===== src/hdl/line_cfg.svh =====
// Offsets, field positions, reset values and timing counts for the line register bank.
// What this block does
// - Bit 7 of calibration register reads 1 while resistor calibration runs.
// - Writing manual calibration start bit from 0 to 1 while the sequencer is idle begins a manual calibration.
// - Calibration inhibit bit at 1 suppresses resistor calibration; 0 allows it.
// - Bits 7:6 select termination pin voltage 3.1, 3.2, 3.35 or 3.5 V.
// - Bits 5:4 select minimum loop current 10, 12, 14 or 16 mA.
// - Current-limit enable bit at 1 caps loop current at 60 mA.
// - Bit 0 selects 50 ohm (0) or 800 ohm (1) DC termination.
// - Loop current status is unsigned eight bits, 1.1 mA per count.
// - Loop current status reads zero when loop current is too low.
// - Line voltage status is two's complement, 1 V per count, any hook state.
// - Line voltage MSB shows polarity; its change marks a polarity reversal.
// - Line voltage status reads zero when no line is connected.
`ifndef LINE_CFG_SVH
`define LINE_CFG_SVH

// Register indices; the byte address is four times the index.
`define IDX_CAL        6'h19
`define IDX_DCT        6'h1A
`define IDX_RSVD       6'h1B
`define IDX_LOOP       6'h1C
`define IDX_VOLT       6'h1D
`define IDX_IRQ_STAT   6'h20
`define IDX_IRQ_MASK   6'h21

// Calibration register fields.
`define CAL_ACTIVE_BIT  7
`define CAL_START_BIT   6
`define CAL_INHIBIT_BIT 5
`define CAL_SPARE_BIT   4

// DC termination register fields.
`define DCT_VOLT_HI  7
`define DCT_VOLT_LO  6
`define DCT_MIN_HI   5
`define DCT_MIN_LO   4
`define DCT_CURRENT_LIMIT_EN_BIT 1
`define DCT_IMP_BIT  0

// Interrupt status bits.
`define IRQ_CAL_DONE  0
`define IRQ_POL_REV   1
`define IRQ_LOOP_LOST 2
`define IRQ_LINE_LOST 3
`define IRQ_BITS      4

// Reset values.
`define CAL_RESET  8'h00
`define DCT_RESET  8'h00
`define MASK_RESET 4'h0

// Calibration run time and the clock rate it is counted at.
`define CLK_HZ      20000000
`define CAL_TIME_US 100

`endif


===== src/hdl/line_pkg.sv =====
// Types shared by the line register bank modules.
package line_pkg;
	typedef enum logic [1:0] {
		CAL_IDLE = 2'b00,
		CAL_RUN  = 2'b01,
		CAL_DONE = 2'b10
	} cal_state_t;

	typedef enum logic [1:0] {
		RESP_OKAY   = 2'b00,
		RESP_SLVERR = 2'b10
	} axi_resp_t;
endpackage : line_pkg


===== src/hdl/sync2.sv =====
// Two-flop synchroniser for levels arriving from the line side.
module sync2 #(
	parameter int WIDTH = 1
) (
	// Clock and reset.
	input  wire logic             aclk,
	input  wire logic             aresetn,
	// Asynchronous level in, synchronised level out.
	input  wire logic [WIDTH-1:0] async_in,
	output logic      [WIDTH-1:0] sync_out
);
	logic [WIDTH-1:0] meta_q;
	logic [WIDTH-1:0] sync_q;

	// The first stage feeds only the second stage.
	always_ff @(posedge aclk) begin
		if (!aresetn) begin
			meta_q <= '0;
			sync_q <= '0;
		end else begin
			meta_q <= async_in;
			sync_q <= meta_q;
		end
	end

	assign sync_out = sync_q;
endmodule : sync2


===== src/hdl/cal_seq.sv =====
// Resistor calibration sequencer: runs one timed calibration and captures its trim result.
`include "line_cfg.svh"
module cal_seq #(
	parameter int CAL_CYCLES = 2000
) (
	// Clock and reset.
	input  wire logic       aclk,
	input  wire logic       aresetn,
	// Requests from the register bank.
	input  wire logic       manual_cal_start,
	input  wire logic       cal_inhibit,
	// Trim code from the line side, already synchronised.
	input  wire logic [3:0] trim_in,
	// Status back to the register bank.
	output logic            calib_active,
	output logic            cal_done,
	output logic [3:0]      cal_result
);
	line_pkg::cal_state_t state_q, state_d;
	logic [15:0] cnt_q, cnt_d;
	logic        start_prev_q;
	logic        auto_pend_q, auto_pend_d;
	logic [3:0]  result_q, result_d;
	logic        go;

	// A rising start bit or the power-up request starts a run unless inhibited.
	assign go = !cal_inhibit && ((manual_cal_start && !start_prev_q) || auto_pend_q);

	// Next state of the sequencer.
	always_comb begin
		state_d     = state_q;
		cnt_d       = cnt_q;
		auto_pend_d = auto_pend_q;
		result_d    = result_q;
		case (state_q)
			line_pkg::CAL_IDLE: begin
				if (go) begin
					state_d     = line_pkg::CAL_RUN;
					cnt_d       = 16'(CAL_CYCLES - 1);
					auto_pend_d = 1'b0;
				end
			end
			line_pkg::CAL_RUN: begin
				if (cnt_q == 16'h0000) begin
					state_d  = line_pkg::CAL_DONE;
					result_d = trim_in;
				end else begin
					cnt_d = cnt_q - 16'h0001;
				end
			end
			line_pkg::CAL_DONE: state_d = line_pkg::CAL_IDLE;
			default:            state_d = line_pkg::CAL_IDLE;
		endcase
	end

	// Registers of the sequencer; auto calibration is requested once after reset.
	always_ff @(posedge aclk) begin
		if (!aresetn) begin
			state_q      <= line_pkg::CAL_IDLE;
			cnt_q        <= 16'h0000;
			start_prev_q <= 1'b0;
			auto_pend_q  <= 1'b1;
			result_q     <= 4'h0;
		end else begin
			state_q      <= state_d;
			cnt_q        <= cnt_d;
			start_prev_q <= manual_cal_start;
			auto_pend_q  <= auto_pend_d;
			result_q     <= result_d;
		end
	end

	assign calib_active = (state_q == line_pkg::CAL_RUN);
	assign cal_done     = (state_q == line_pkg::CAL_DONE);
	assign cal_result   = result_q;
endmodule : cal_seq


===== src/hdl/line_regs.sv =====
// AXI4-Lite register bank for calibration, DC termination and line monitoring.
//
// Design decision made here: register access over AXI4-Lite.
`include "line_cfg.svh"
module line_regs #(
	parameter int CAL_CYCLES = (`CAL_TIME_US * (`CLK_HZ / 1000000))
) (
	// Clock and reset.
	input  wire logic       aclk,
	input  wire logic       aresetn,
	// AXI4-Lite write address channel.
	input  wire logic       s_axi_awvalid,
	output logic            s_axi_awready,
	input  wire logic [7:0] s_axi_awaddr,
	// AXI4-Lite write data channel.
	input  wire logic       s_axi_wvalid,
	output logic            s_axi_wready,
	input  wire logic [31:0] s_axi_wdata,
	input  wire logic [3:0] s_axi_wstrb,
	// AXI4-Lite write response channel.
	output logic            s_axi_bvalid,
	input  wire logic       s_axi_bready,
	output logic [1:0]      s_axi_bresp,
	// AXI4-Lite read address channel.
	input  wire logic       s_axi_arvalid,
	output logic            s_axi_arready,
	input  wire logic [7:0] s_axi_araddr,
	// AXI4-Lite read data channel.
	output logic            s_axi_rvalid,
	input  wire logic       s_axi_rready,
	output logic [31:0]     s_axi_rdata,
	output logic [1:0]      s_axi_rresp,
	// Interrupt.
	output logic            irq,
	// Settings driven to the line side.
	output logic [1:0]      tipring_volt_sel,
	output logic [1:0]      min_loop_sel,
	output logic            current_limit_en,
	output logic            dc_impedance_sel,
	output logic            cal_run,
	// Measurements from the line side, asynchronous.
	input  wire logic [7:0] loop_current_in,
	input  wire logic [7:0] line_voltage_in,
	input  wire logic       loop_ok_in,
	input  wire logic       line_present_in,
	input  wire logic [3:0] cal_trim_in
);
	// Register state.
	logic [7:0]            cal_q, cal_d;
	logic [7:0]            dct_q, dct_d;
	logic [7:0]            loop_q, loop_d;
	logic [7:0]            volt_q, volt_d;
	logic [`IRQ_BITS-1:0]  stat_q, stat_d;
	logic [`IRQ_BITS-1:0]  mask_q, mask_d;
	logic                  meas_init_q, meas_init_d;
	logic                  line_prev_q, line_prev_d;

	// Bus channel state.
	logic        aw_full_q, aw_full_d;
	logic        w_full_q, w_full_d;
	logic [5:0]  aw_idx_q, aw_idx_d;
	logic [7:0]  w_byte_q, w_byte_d;
	logic        w_lane_q, w_lane_d;
	logic        bvalid_q, bvalid_d;
	logic [1:0]  bresp_q, bresp_d;
	logic        rvalid_q, rvalid_d;
	logic [31:0] rdata_q, rdata_d;
	logic [1:0]  rresp_q, rresp_d;

	// Synchronised line-side levels.
	logic [7:0] loop_s;
	logic [7:0] volt_s;
	logic       loop_ok_s;
	logic       line_present_s;
	logic [3:0] trim_s;

	// Calibration sequencer outputs.
	logic       calib_active;
	logic       cal_done;
	logic [3:0] cal_result;

	// Decoded transfer strobes.
	logic       wr_fire;
	logic       rd_fire;
	logic [5:0] ar_idx;
	logic [7:0] rd_byte;
	logic       rd_hit;
	logic       wr_hit;
	logic [7:0] loop_meas;
	logic [7:0] volt_meas;

	// Every line-side input passes two flops before any logic looks at it.
	// A multi-bit value caught mid-change may show one mixed sample; the next cycle
	// corrects it, which is acceptable for slowly moving line measurements.
	sync2 #(.WIDTH(22)) u_sync (
		.aclk     (aclk),
		.aresetn  (aresetn),
		.async_in ({loop_current_in, line_voltage_in, loop_ok_in, line_present_in, cal_trim_in}),
		.sync_out ({loop_s, volt_s, loop_ok_s, line_present_s, trim_s})
	);

	cal_seq #(.CAL_CYCLES(CAL_CYCLES)) u_cal (
		.aclk             (aclk),
		.aresetn          (aresetn),
		.manual_cal_start (cal_q[`CAL_START_BIT]),
		.cal_inhibit      (cal_q[`CAL_INHIBIT_BIT]),
		.trim_in          (trim_s),
		.calib_active     (calib_active),
		.cal_done         (cal_done),
		.cal_result       (cal_result)
	);

	// The monitor values are forced to zero while there is no loop or no line.
	assign loop_meas = loop_ok_s ? loop_s : 8'h00;
	assign volt_meas = line_present_s ? volt_s : 8'h00;

	// A write happens once both halves are held and no response is pending.
	// Waiting for the response to leave keeps one write in flight; a second address
	// simply waits in its holding register.
	assign wr_fire = aw_full_q && w_full_q && !bvalid_q;
	assign rd_fire = s_axi_arvalid && !rvalid_q;
	assign ar_idx  = s_axi_araddr[7:2];

	// Read multiplexer; the calibration busy flag is live, not stored.
	// The index comes from the live address, so the master must hold araddr until taken.
	always_comb begin
		rd_byte = 8'h00;
		rd_hit  = 1'b1;
		case (ar_idx)
			`IDX_CAL:      rd_byte = {calib_active, cal_q[6:0]};
			`IDX_DCT:      rd_byte = dct_q;
			`IDX_RSVD:     rd_byte = 8'h00;
			`IDX_LOOP:     rd_byte = loop_q;
			`IDX_VOLT:     rd_byte = volt_q;
			`IDX_IRQ_STAT: rd_byte = {{(8-`IRQ_BITS){1'b0}}, stat_q};
			`IDX_IRQ_MASK: rd_byte = {{(8-`IRQ_BITS){1'b0}}, mask_q};
			default:       rd_hit  = 1'b0;
		endcase
	end

	// Write address decode; only listed indices answer OKAY.
	always_comb begin
		case (aw_idx_q)
			`IDX_CAL, `IDX_DCT, `IDX_RSVD, `IDX_LOOP,
			`IDX_VOLT, `IDX_IRQ_STAT, `IDX_IRQ_MASK: wr_hit = 1'b1;
			default:                                 wr_hit = 1'b0;
		endcase
	end

	// Write address and data are taken independently, in either order.
	always_comb begin
		aw_full_d = aw_full_q;
		aw_idx_d  = aw_idx_q;
		w_full_d  = w_full_q;
		w_byte_d  = w_byte_q;
		w_lane_d  = w_lane_q;
		bvalid_d  = bvalid_q;
		bresp_d   = bresp_q;
		if (s_axi_awvalid && !aw_full_q) begin
			aw_full_d = 1'b1;
			aw_idx_d  = s_axi_awaddr[7:2];
		end
		if (s_axi_wvalid && !w_full_q) begin
			w_full_d = 1'b1;
			w_byte_d = s_axi_wdata[7:0];
			w_lane_d = s_axi_wstrb[0];
		end
		if (wr_fire) begin
			aw_full_d = 1'b0;
			w_full_d  = 1'b0;
			bvalid_d  = 1'b1;
			bresp_d   = wr_hit ? line_pkg::RESP_OKAY : line_pkg::RESP_SLVERR;
		end else if (bvalid_q && s_axi_bready) begin
			bvalid_d = 1'b0;
		end
	end

	// Read data is registered; a new address is taken only once the last answer left.
	always_comb begin
		rvalid_d = rvalid_q;
		rdata_d  = rdata_q;
		rresp_d  = rresp_q;
		if (rd_fire) begin
			rvalid_d = 1'b1;
			rdata_d  = {24'h000000, rd_byte};
			rresp_d  = rd_hit ? line_pkg::RESP_OKAY : line_pkg::RESP_SLVERR;
		end else if (rvalid_q && s_axi_rready) begin
			rvalid_d = 1'b0;
		end
	end

	// Register file update, measurement capture and sticky events.
	// Event detection starts one cycle after reset so cleared registers give no false edge.
	always_comb begin
		cal_d       = cal_q;
		dct_d       = dct_q;
		mask_d      = mask_q;
		stat_d      = stat_q;
		loop_d      = loop_meas;
		volt_d      = volt_meas;
		meas_init_d = 1'b1;
		line_prev_d = line_present_s;
		// A finished calibration replaces the result field.
		if (cal_done) begin
			cal_d[3:0] = cal_result;
		end
		if (wr_fire && w_lane_q) begin
			case (aw_idx_q)
				`IDX_CAL: begin
					// The busy bit is read-only; the result field is taken as written unless a calibration finishes in the same cycle.
					cal_d[6:4] = w_byte_q[6:4];
					if (!cal_done) begin
						cal_d[3:0] = w_byte_q[3:0];
					end
				end
				`IDX_DCT:      dct_d  = w_byte_q;
				`IDX_IRQ_MASK: mask_d = w_byte_q[`IRQ_BITS-1:0];
				default:       dct_d  = dct_q;
			endcase
		end
		// Reading the status register clears it; an event in the same cycle survives.
		if (rd_fire && (ar_idx == `IDX_IRQ_STAT)) begin
			stat_d = '0;
		end
		if (cal_done) begin
			stat_d[`IRQ_CAL_DONE] = 1'b1;
		end
		// A line that has just appeared is not a reversal: its sign would be compared
		// with the zero read while it was absent, so both cycles must see the line.
		if (meas_init_q && line_prev_q && line_present_s && (volt_meas[7] != volt_q[7])) begin
			stat_d[`IRQ_POL_REV] = 1'b1;
		end
		if (meas_init_q && (loop_q != 8'h00) && (loop_meas == 8'h00)) begin
			stat_d[`IRQ_LOOP_LOST] = 1'b1;
		end
		if (meas_init_q && (volt_q != 8'h00) && !line_present_s) begin
			stat_d[`IRQ_LINE_LOST] = 1'b1;
		end
	end

	// All registers of the bank.
	always_ff @(posedge aclk) begin
		if (!aresetn) begin
			cal_q       <= `CAL_RESET;
			dct_q       <= `DCT_RESET;
			loop_q      <= 8'h00;
			volt_q      <= 8'h00;
			stat_q      <= '0;
			mask_q      <= `MASK_RESET;
			meas_init_q <= 1'b0;
			line_prev_q <= 1'b0;
			aw_full_q   <= 1'b0;
			aw_idx_q    <= 6'h00;
			w_full_q    <= 1'b0;
			w_byte_q    <= 8'h00;
			w_lane_q    <= 1'b0;
			bvalid_q    <= 1'b0;
			bresp_q     <= 2'h0;
			rvalid_q    <= 1'b0;
			rdata_q     <= 32'h00000000;
			rresp_q     <= 2'h0;
		end else begin
			cal_q       <= cal_d;
			dct_q       <= dct_d;
			loop_q      <= loop_d;
			volt_q      <= volt_d;
			stat_q      <= stat_d;
			mask_q      <= mask_d;
			meas_init_q <= meas_init_d;
			line_prev_q <= line_prev_d;
			aw_full_q   <= aw_full_d;
			aw_idx_q    <= aw_idx_d;
			w_full_q    <= w_full_d;
			w_byte_q    <= w_byte_d;
			w_lane_q    <= w_lane_d;
			bvalid_q    <= bvalid_d;
			bresp_q     <= bresp_d;
			rvalid_q    <= rvalid_d;
			rdata_q     <= rdata_d;
			rresp_q     <= rresp_d;
		end
	end

	// Bus handshake outputs.
	assign s_axi_awready = !aw_full_q;
	assign s_axi_wready  = !w_full_q;
	assign s_axi_bvalid  = bvalid_q;
	assign s_axi_bresp   = bresp_q;
	assign s_axi_arready = !rvalid_q;
	assign s_axi_rvalid  = rvalid_q;
	assign s_axi_rdata   = rdata_q;
	assign s_axi_rresp   = rresp_q;

	// One level interrupt while any unmasked event is pending.
	// It stays high until software reads the status register or masks the event.
	assign irq = |(stat_q & mask_q);

	// Settings to the line side come straight from the stored fields; cal_run is the sequencer's busy flag.
	// Bits 3:2 are kept as written, so a host that breaks the write-zero rule reads its
	// own value back instead of a silent zero.
	assign tipring_volt_sel = dct_q[`DCT_VOLT_HI:`DCT_VOLT_LO];
	assign min_loop_sel     = dct_q[`DCT_MIN_HI:`DCT_MIN_LO];
	assign current_limit_en = dct_q[`DCT_CURRENT_LIMIT_EN_BIT];
	assign dc_impedance_sel = dct_q[`DCT_IMP_BIT];
	assign cal_run          = calib_active;
endmodule : line_regs


===== config.mk =====
export PLATFORM = sky130hd
export DESIGN_NAME = line_regs
export DESIGN_NICKNAME = d
export VERILOG_FILES = /design/src/hdl/line_pkg.sv /design/src/hdl/sync2.sv /design/src/hdl/cal_seq.sv /design/src/hdl/line_regs.sv
export VERILOG_INCLUDE_DIRS = /design/src /design/src/hdl
export SDC_FILE = /design/constraint.sdc
export NUM_CORES = 1
export LEC_CHECK = 0
export ABC_AREA = 1
export BUFFER_PORTS_ARGS = -buffer_cell sky130_fd_sc_hd__buf_2
export CAP_MARGIN = 20
export CORE_MARGIN = 1.5
export CORE_UTILIZATION = 45
export CTS_BUF_LIST = sky130_fd_sc_hd__clkbuf_4
export DETAILED_ROUTE_END_ITERATION = 10
export PLACE_DENSITY = 0.74
export SLEW_MARGIN = 20
export SYNTH_ARGS = -nofsm -noshare
export SYNTH_HDL_FRONTEND = slang
export SYNTH_SLANG_ARGS = --single-unit

===== constraint.sdc =====
create_clock -name aclk -period 2.65 [get_ports aclk]
set_clock_uncertainty 0.15 [all_clocks]
set_input_delay 0.53 -clock aclk [delete_from_list [all_inputs] [get_ports aclk]]
set_output_delay 0.53 -clock aclk [all_outputs]
set_load 0.005 [all_outputs]

==> flow_summary.yaml, run 1 <==
grt:
  grtUsageTotal: 0.181
  antenna_found_initial: 1
  grt_util_met1: 0.231
  grt_pass1_wl_um: 18800
  grt_pass1_vias: 4184
  globalRouteOverflowTotal: 0
  grt_use_met2: 0.290
  grt_busiest_layer: "met2"
  grt_use_met3: 0.0492
  grt_max_degree: 50
pwr:
  finalPower_mw: 4.25
  leakage_nw: 3.24
  peakVddDrop_mv: 0.602
  power_density_nw_per_um2: 640
synthesis:
  synth.avg_cell_area_um2: 7.31
  seq_area_frac_synth: 0.483
  synth_edf_count: 0
  async_flop_share: 0
  ys.flop_type: "dfxtp_1"
  synth_cell_types: 34
  synthCells: 782
  yosys_warnings: 0
  syn_area_um2: 5720
  ys_seq_elements: 138
clock_tree:
  ctsResizeCount: 0
  cts_buffers: 17
  numClockSinks: 138
  cts_buffer_depth: 2
  cts_tree: "yes"
  cts-root-buf: "clkbuf_4"
  htreeDepth: 4
  clk-insertion-delay-late_ns: 0.54
  clkTransAtPathRegs_ns: 0.13
sta:
  slew_headroom: 0.611
  hold_viol: 0
  rsz0062_at_grt: "false"
  maxSlewViolCount: 0
  final.min_clock_period_ns: 2.08
  fin_ws_ns: 0.573
  worst_pin_slew_ns: 0.581
  finalSetupViolations: 0
  post-route-period-util: 0.784
  finalSetupTns_ns: 0
  fmaxAchievable_mhz: 481
finish:
  mostFrequentLayoutCells: "155 x nand2_1, 138 x dfxtp_1, 130 x inv_1"
  syn_to_final_growth_pct: 16.3
  multiInputGateArea_um2: 2240
  n_fill_cell: 1188
  layoutNonFillerInstCount: 1058
  final_util: 0.544
  final_nets: 958
  regArea_um2: 2760
  final_common_cell: "nand2_1"
  drive_gt1_frac: 0.146
hold_path:
  worstHoldEndpoint: "aw_idx_q[0]$_SDFFE_PN0P_"
  hold_path_depth: 3
  hold_class: "input port to flop"
  hold_start: "s_axi_awaddr[2]"
die:
  die_w_um: 116
  core_um2: 12200
  num_rows: 40
  start_util: 0.468
  die_area_um2: 13400
  dieHeight_um: 116
  pin_count: 130
placed_design:
  port_buffers: 72
  gp_congestion: 0.888
  post-dp-hpwl_um: 8250
  pre_cts_ws_ns: 0.672
  dp_cells: 1002
critical_path:
  criticalPathCategory: "flop to output port"
  r2r_slack_ns: 0.79
  path_max_fanout: 11
  startpoint_type: "flop"
  r2r_cells: 9
  r2r-start: "u_cal.cnt_q[0]$_SDFFE_PN0P_"
  rr_endpoint: "u_cal.cnt_q[12]$_SDFFE_PN0P_"
  critPathArrivalTime_ns: 1.40
  critPathRequiredTime_ns: 1.97
  end_kind: "output port"
drt:
  drc: 0
  routedWlPerCell_um: 10.9
  wl_um: 11600
  num_vias: 4858
  via_per_inst: 4.59
  drtIter0Drc: 259
  ant_nets: 0
  dr.pass1.iters: 5
flow_run:
  cap_violations: 0
outcome:
  status: "completed"
[cell type report]
cell class,instances,area share
Antenna cell,1,0.000376
Clock buffer,17,0.0192
Clock inverter,15,0.0258
Inverter,131,0.0740
Multi-Input combinational cell,488,0.337
Sequential cell,138,0.416
Tap cell,168,0.0316
Timing Repair Buffer,100,0.0963
[cells in the mapped netlist, types with 4 or more instances]
library cell	n	share of area
o22ai_1	4	0.0044
nor3_1	9	0.0079
nand4_1	8	0.0088
nor2_4	4	0.0079
inv_1	130	0.085
nand2_1	155	0.10
buf_4	31	0.041
nor2_2	8	0.0088
dfxtp_1	138	0.48
nor2_1	95	0.062
clkbuf_1	15	0.0098
o21ai_1	5	0.0044
o21ai_0	49	0.043
a21oi_1	60	0.053
nand3_1	38	0.033
o211ai_1	4	0.0053
[critical path, cell delays in order (launching register included)]
cell and delay [ns]:
dfxtp_1 0.35, inv_1 0.09, nor2_4 0.25, buf_2 0.17
[worst max-delay path by stage]
stage                                             start                           end  slack [ns]  cells after the start
after global placement                  s_axi_araddr[4]   s_axi_rdata[2]$_SDFFE_PN0P_        0.71                      8
after CTS                 u_cal.state_q[0]$_SDFFE_PN0P_                       cal_run        0.53                      3
after detailed placement                s_axi_araddr[4]   s_axi_rdata[2]$_SDFFE_PN0P_        0.67                      8
after floorplan             u_cal.cnt_q[0]$_SDFFE_PN0P_  u_cal.cnt_q[12]$_SDFFE_PN0P_        1.03                      9
final                     u_cal.state_q[0]$_SDFFE_PN0P_                       cal_run        0.57                      3
after global routing      u_cal.state_q[0]$_SDFFE_PN0P_                       cal_run        0.46                      3
[state kept, by name, indices dropped and copies added, names as in the netlist, 2 cells and up]
signal / count
aw_idx_q: 6
cal_q: 7
dct_q: 8
loop_q: 8
mask_q: 4
s_axi_rdata: 8
stat_q: 4
u_cal.cal_result: 4
u_cal.cnt_q: 16
u_cal.state_q: 2
u_sync.meta_q: 22
u_sync.sync_out: 22
volt_q: 8
w_byte_q: 8
[routing by layer]
| layer | vias up | routed length, um | part of all wire |
|---|---|---|---|
| met5 | - | 0 | 0 |
| met4 | 0 | 176 | 0.015 |
| met3 | 14 | 608 | 0.053 |
| met2 | 122 | 5340 | 0.46 |
| met1 | 2136 | 5450 | 0.47 |
| li1 | 2586 | - | - |
[where the power goes]
part / switching [mW] / total (mW) / internal, mW / leakage (nW)
Clock: 0.889 / 1.41 / 0.523 / 0.161
Sequential: 0.0700 / 2.25 / 2.18 / 1.13
Combinational: 0.373 / 0.594 / 0.222 / 1.94
[stage by stage]
| stage | hold WS (ns) | area (um^2) |
|---|---|---|
| floorplan | 0.240 | 5810 |
| global placement | 0.245 | 6120 |
| detailed placement | 0.247 | 6120 |
| CTS | 0.0000198 | 6650 |
| global route | 0.0207 | 6650 |
| finish | 0.0506 | 6650 |
[what timing repair did]
item / 4_1_cts / 5_1_grt
buffers inserted: 0 / 0
endpoints found under the hold margin: 23 / 0
hold buffers: 23 / 0
[logic make-up (layout without fill, tap and decap cells)]
| logic type | Yosys count | in the layout | share of synthesized area |
|---|---|---|---|
| DFF | 138 | 138 | 0.483 |
| buffers and inverters | 181 | 263 | 0.141 |
| other | 1 | 27 | 0.000656 |
| xor gates and xnor gates | 2 | 2 | 0.00306 |
| and+or+nand+nor | 332 | 332 | 0.252 |
| AOI/OAI and AO/OA | 127 | 127 | 0.118 |
| adders and majority gates | 1 | 1 | 0.00219 |
No activity file was read; power rests on OpenSTA's default activity.
==> run 2: changes to the inputs <==
PLACE_DENSITY = 0.77   (was 0.74)
clock period = 1.7 ns   (was 2.65 ns; I/O delays follow)
==> flow_summary.yaml, run 2 (synthesis results as in run 1) <==
die:
  core_um2: 12200
  die_area_um2: 13400
  pin_count: 130
  die_w_um: 116
  num_rows: 40
  dieHeight_um: 116
  start_util: 0.468
drt:
  routedWlPerCell_um: 11.6
  ant_nets: 0
  via_per_inst: 4.61
  wl_um: 13000
  drtIter0Drc: 550
  num_vias: 5147
  drc: 0
  dr.pass1.iters: 5
finish:
  multiInputGateArea_um2: 2340
  mostFrequentLayoutCells: "153 x nand2_1, 127 x inv_1, 120 x dfxtp_1"
  final_common_cell: "nand2_1"
  n_fill_cell: 1112
  syn_to_final_growth_pct: 28.1
  drive_gt1_frac: 0.213
  regArea_um2: 2790
  final_util: 0.600
  final_nets: 1016
  stdcell_area_um2: 7320
clock_tree:
  numClockSinks: 138
  cts-root-buf: "clkbuf_4"
  cts_buffer_depth: 2
  htreeDepth: 4
  clk-insertion-delay-late_ns: 0.53
  cts_buffers: 17
  cts_tree: "yes"
  clkTransAtPathRegs_ns: 0.12
placed_design:
  gp_congestion: 0.906
  port_buffers: 72
  placed_area_um2: 6340
  post-dp-hpwl_um: 8700
sta:
  maxSlewViolCount: 0
  hold_viol: 0
  fin_ws_ns: -0.0456
  post-route-period-util: 1.03
  fmaxAchievable_mhz: 573
  final.min_clock_period_ns: 1.75
  finalSetupTns_ns: -0.0456
  finalSetupViolations: 1
  rsz0062_at_grt: "true"
pwr:
  peakVddDrop_mv: 0.454
  power_density_nw_per_um2: 949
  leakage_nw: 3.55
outcome:
  violations: "setup timing"
  status: "finished with violations"
grt:
  antenna_found_initial: 1
  grt_pass1_wl_um: 20600
  globalRouteOverflowTotal: 0
  grtUsageTotal: 0.198
  grt_pass1_vias: 4527
  grt_max_degree: 42
critical_path:
  critPathRequiredTime_ns: 1.21
  startpoint: "u_cal.state_q[0]$_SDFFE_PN0P_"
  path_cells: "inv_2, nor2_4, buf_12, buf_6"
  r2r-start: "u_cal.cnt_q[10]$_SDFFE_PN0P_"
  end_kind: "output port"
  critPathMaxStageDelay_ns: 0.36
  critPathArrivalTime_ns: 1.26
  slowest_stage: "dfxtp_2"
  path_max_fanout: 2
  startpoint_type: "flop"
  criticalPathCategory: "flop to output port"
hold_path:
  hold_class: "input port to flop"
  hold_start: "s_axi_araddr[2]"
flow_run:
  cap_violations: 0
-- run 2: timing repair --
| item | in CTS | in global routing |
|---|---|---|
| hold buffers | 42 | 0 |
| cloned | 0 | 2 |
| resized for setup | 9 | 41 |
| buffers inserted | 6 | 4 |
| hold endpoints to repair | 42 | 0 |
| setup endpoints to repair | 2 | 21 |
| pin swaps | 4 | 13 |
-- run 2: final cells by class --
class / count / area share
well taps: 168 / 0.0287
repair buffers: 158 / 0.163
inverters: 131 / 0.0671
clock buffers: 17 / 0.0174
diodes: 1 / 0.000342
clock inverters: 15 / 0.0237
flip-flops and latches: 138 / 0.381
multi-input cells: 488 / 0.319
-- run 2: metal layers --
metal	track usage	up-vias	part of all wire
li1	-	2697	-
met1	0.254	2264	0.44
met2	0.329	169	0.48
met3	0.0455	17	0.059
met4	0.0740	0	0.018
met5	0	-	0
-- run 2: path summary, 6_finish.rpt --
check	endpoint	slack, ns	cells past startpoint
setup / recovery	cal_run	-0.05	4
hold / removal	s_axi_rresp[1]$_SDFFE_PN0P_	0.07	4
setup reg to reg	u_cal.cnt_q[14]$_SDFFE_PN0P_	0.03	9
hold reg to reg	u_sync.sync_out[11]$_SDFF_PN0_	0.27	2
-- run 2: worst max-delay path: cells and delay by family, from the launching register on --
| kind | cells | cell delay (ns) |
|---|---|---|
| AND/OR/NAND/NOR | 1 | 0.11 |
| buffers and inverters | 3 | 0.25 |
| flip-flops | 1 | 0.36 |
-- run 2: report_power, final --
group	internal (mW)	switching, mW	leakage, nW
clock network	1.02	1.19	0.155
registers	3.40	0.114	1.14
logic	0.535	0.690	2.25
-- run 2: per-stage QoR --
step | hold slack (ns) | total power [mW] | setup WS, ns | cells
finish | 0.0716 | 6.95 | -0.0456 | 1116
global route | 0.0378 | 7.33 | -0.129 | 1116
CTS | 0.0196 | 6.86 | -0.108 | 1109
detailed placement | 0.245 | 4.56 | 0.0523 | 1029
global placement | 0.246 | 4.54 | 0.104 | 1029
floorplan | 0.218 | 4.26 | 0.0817 | 807
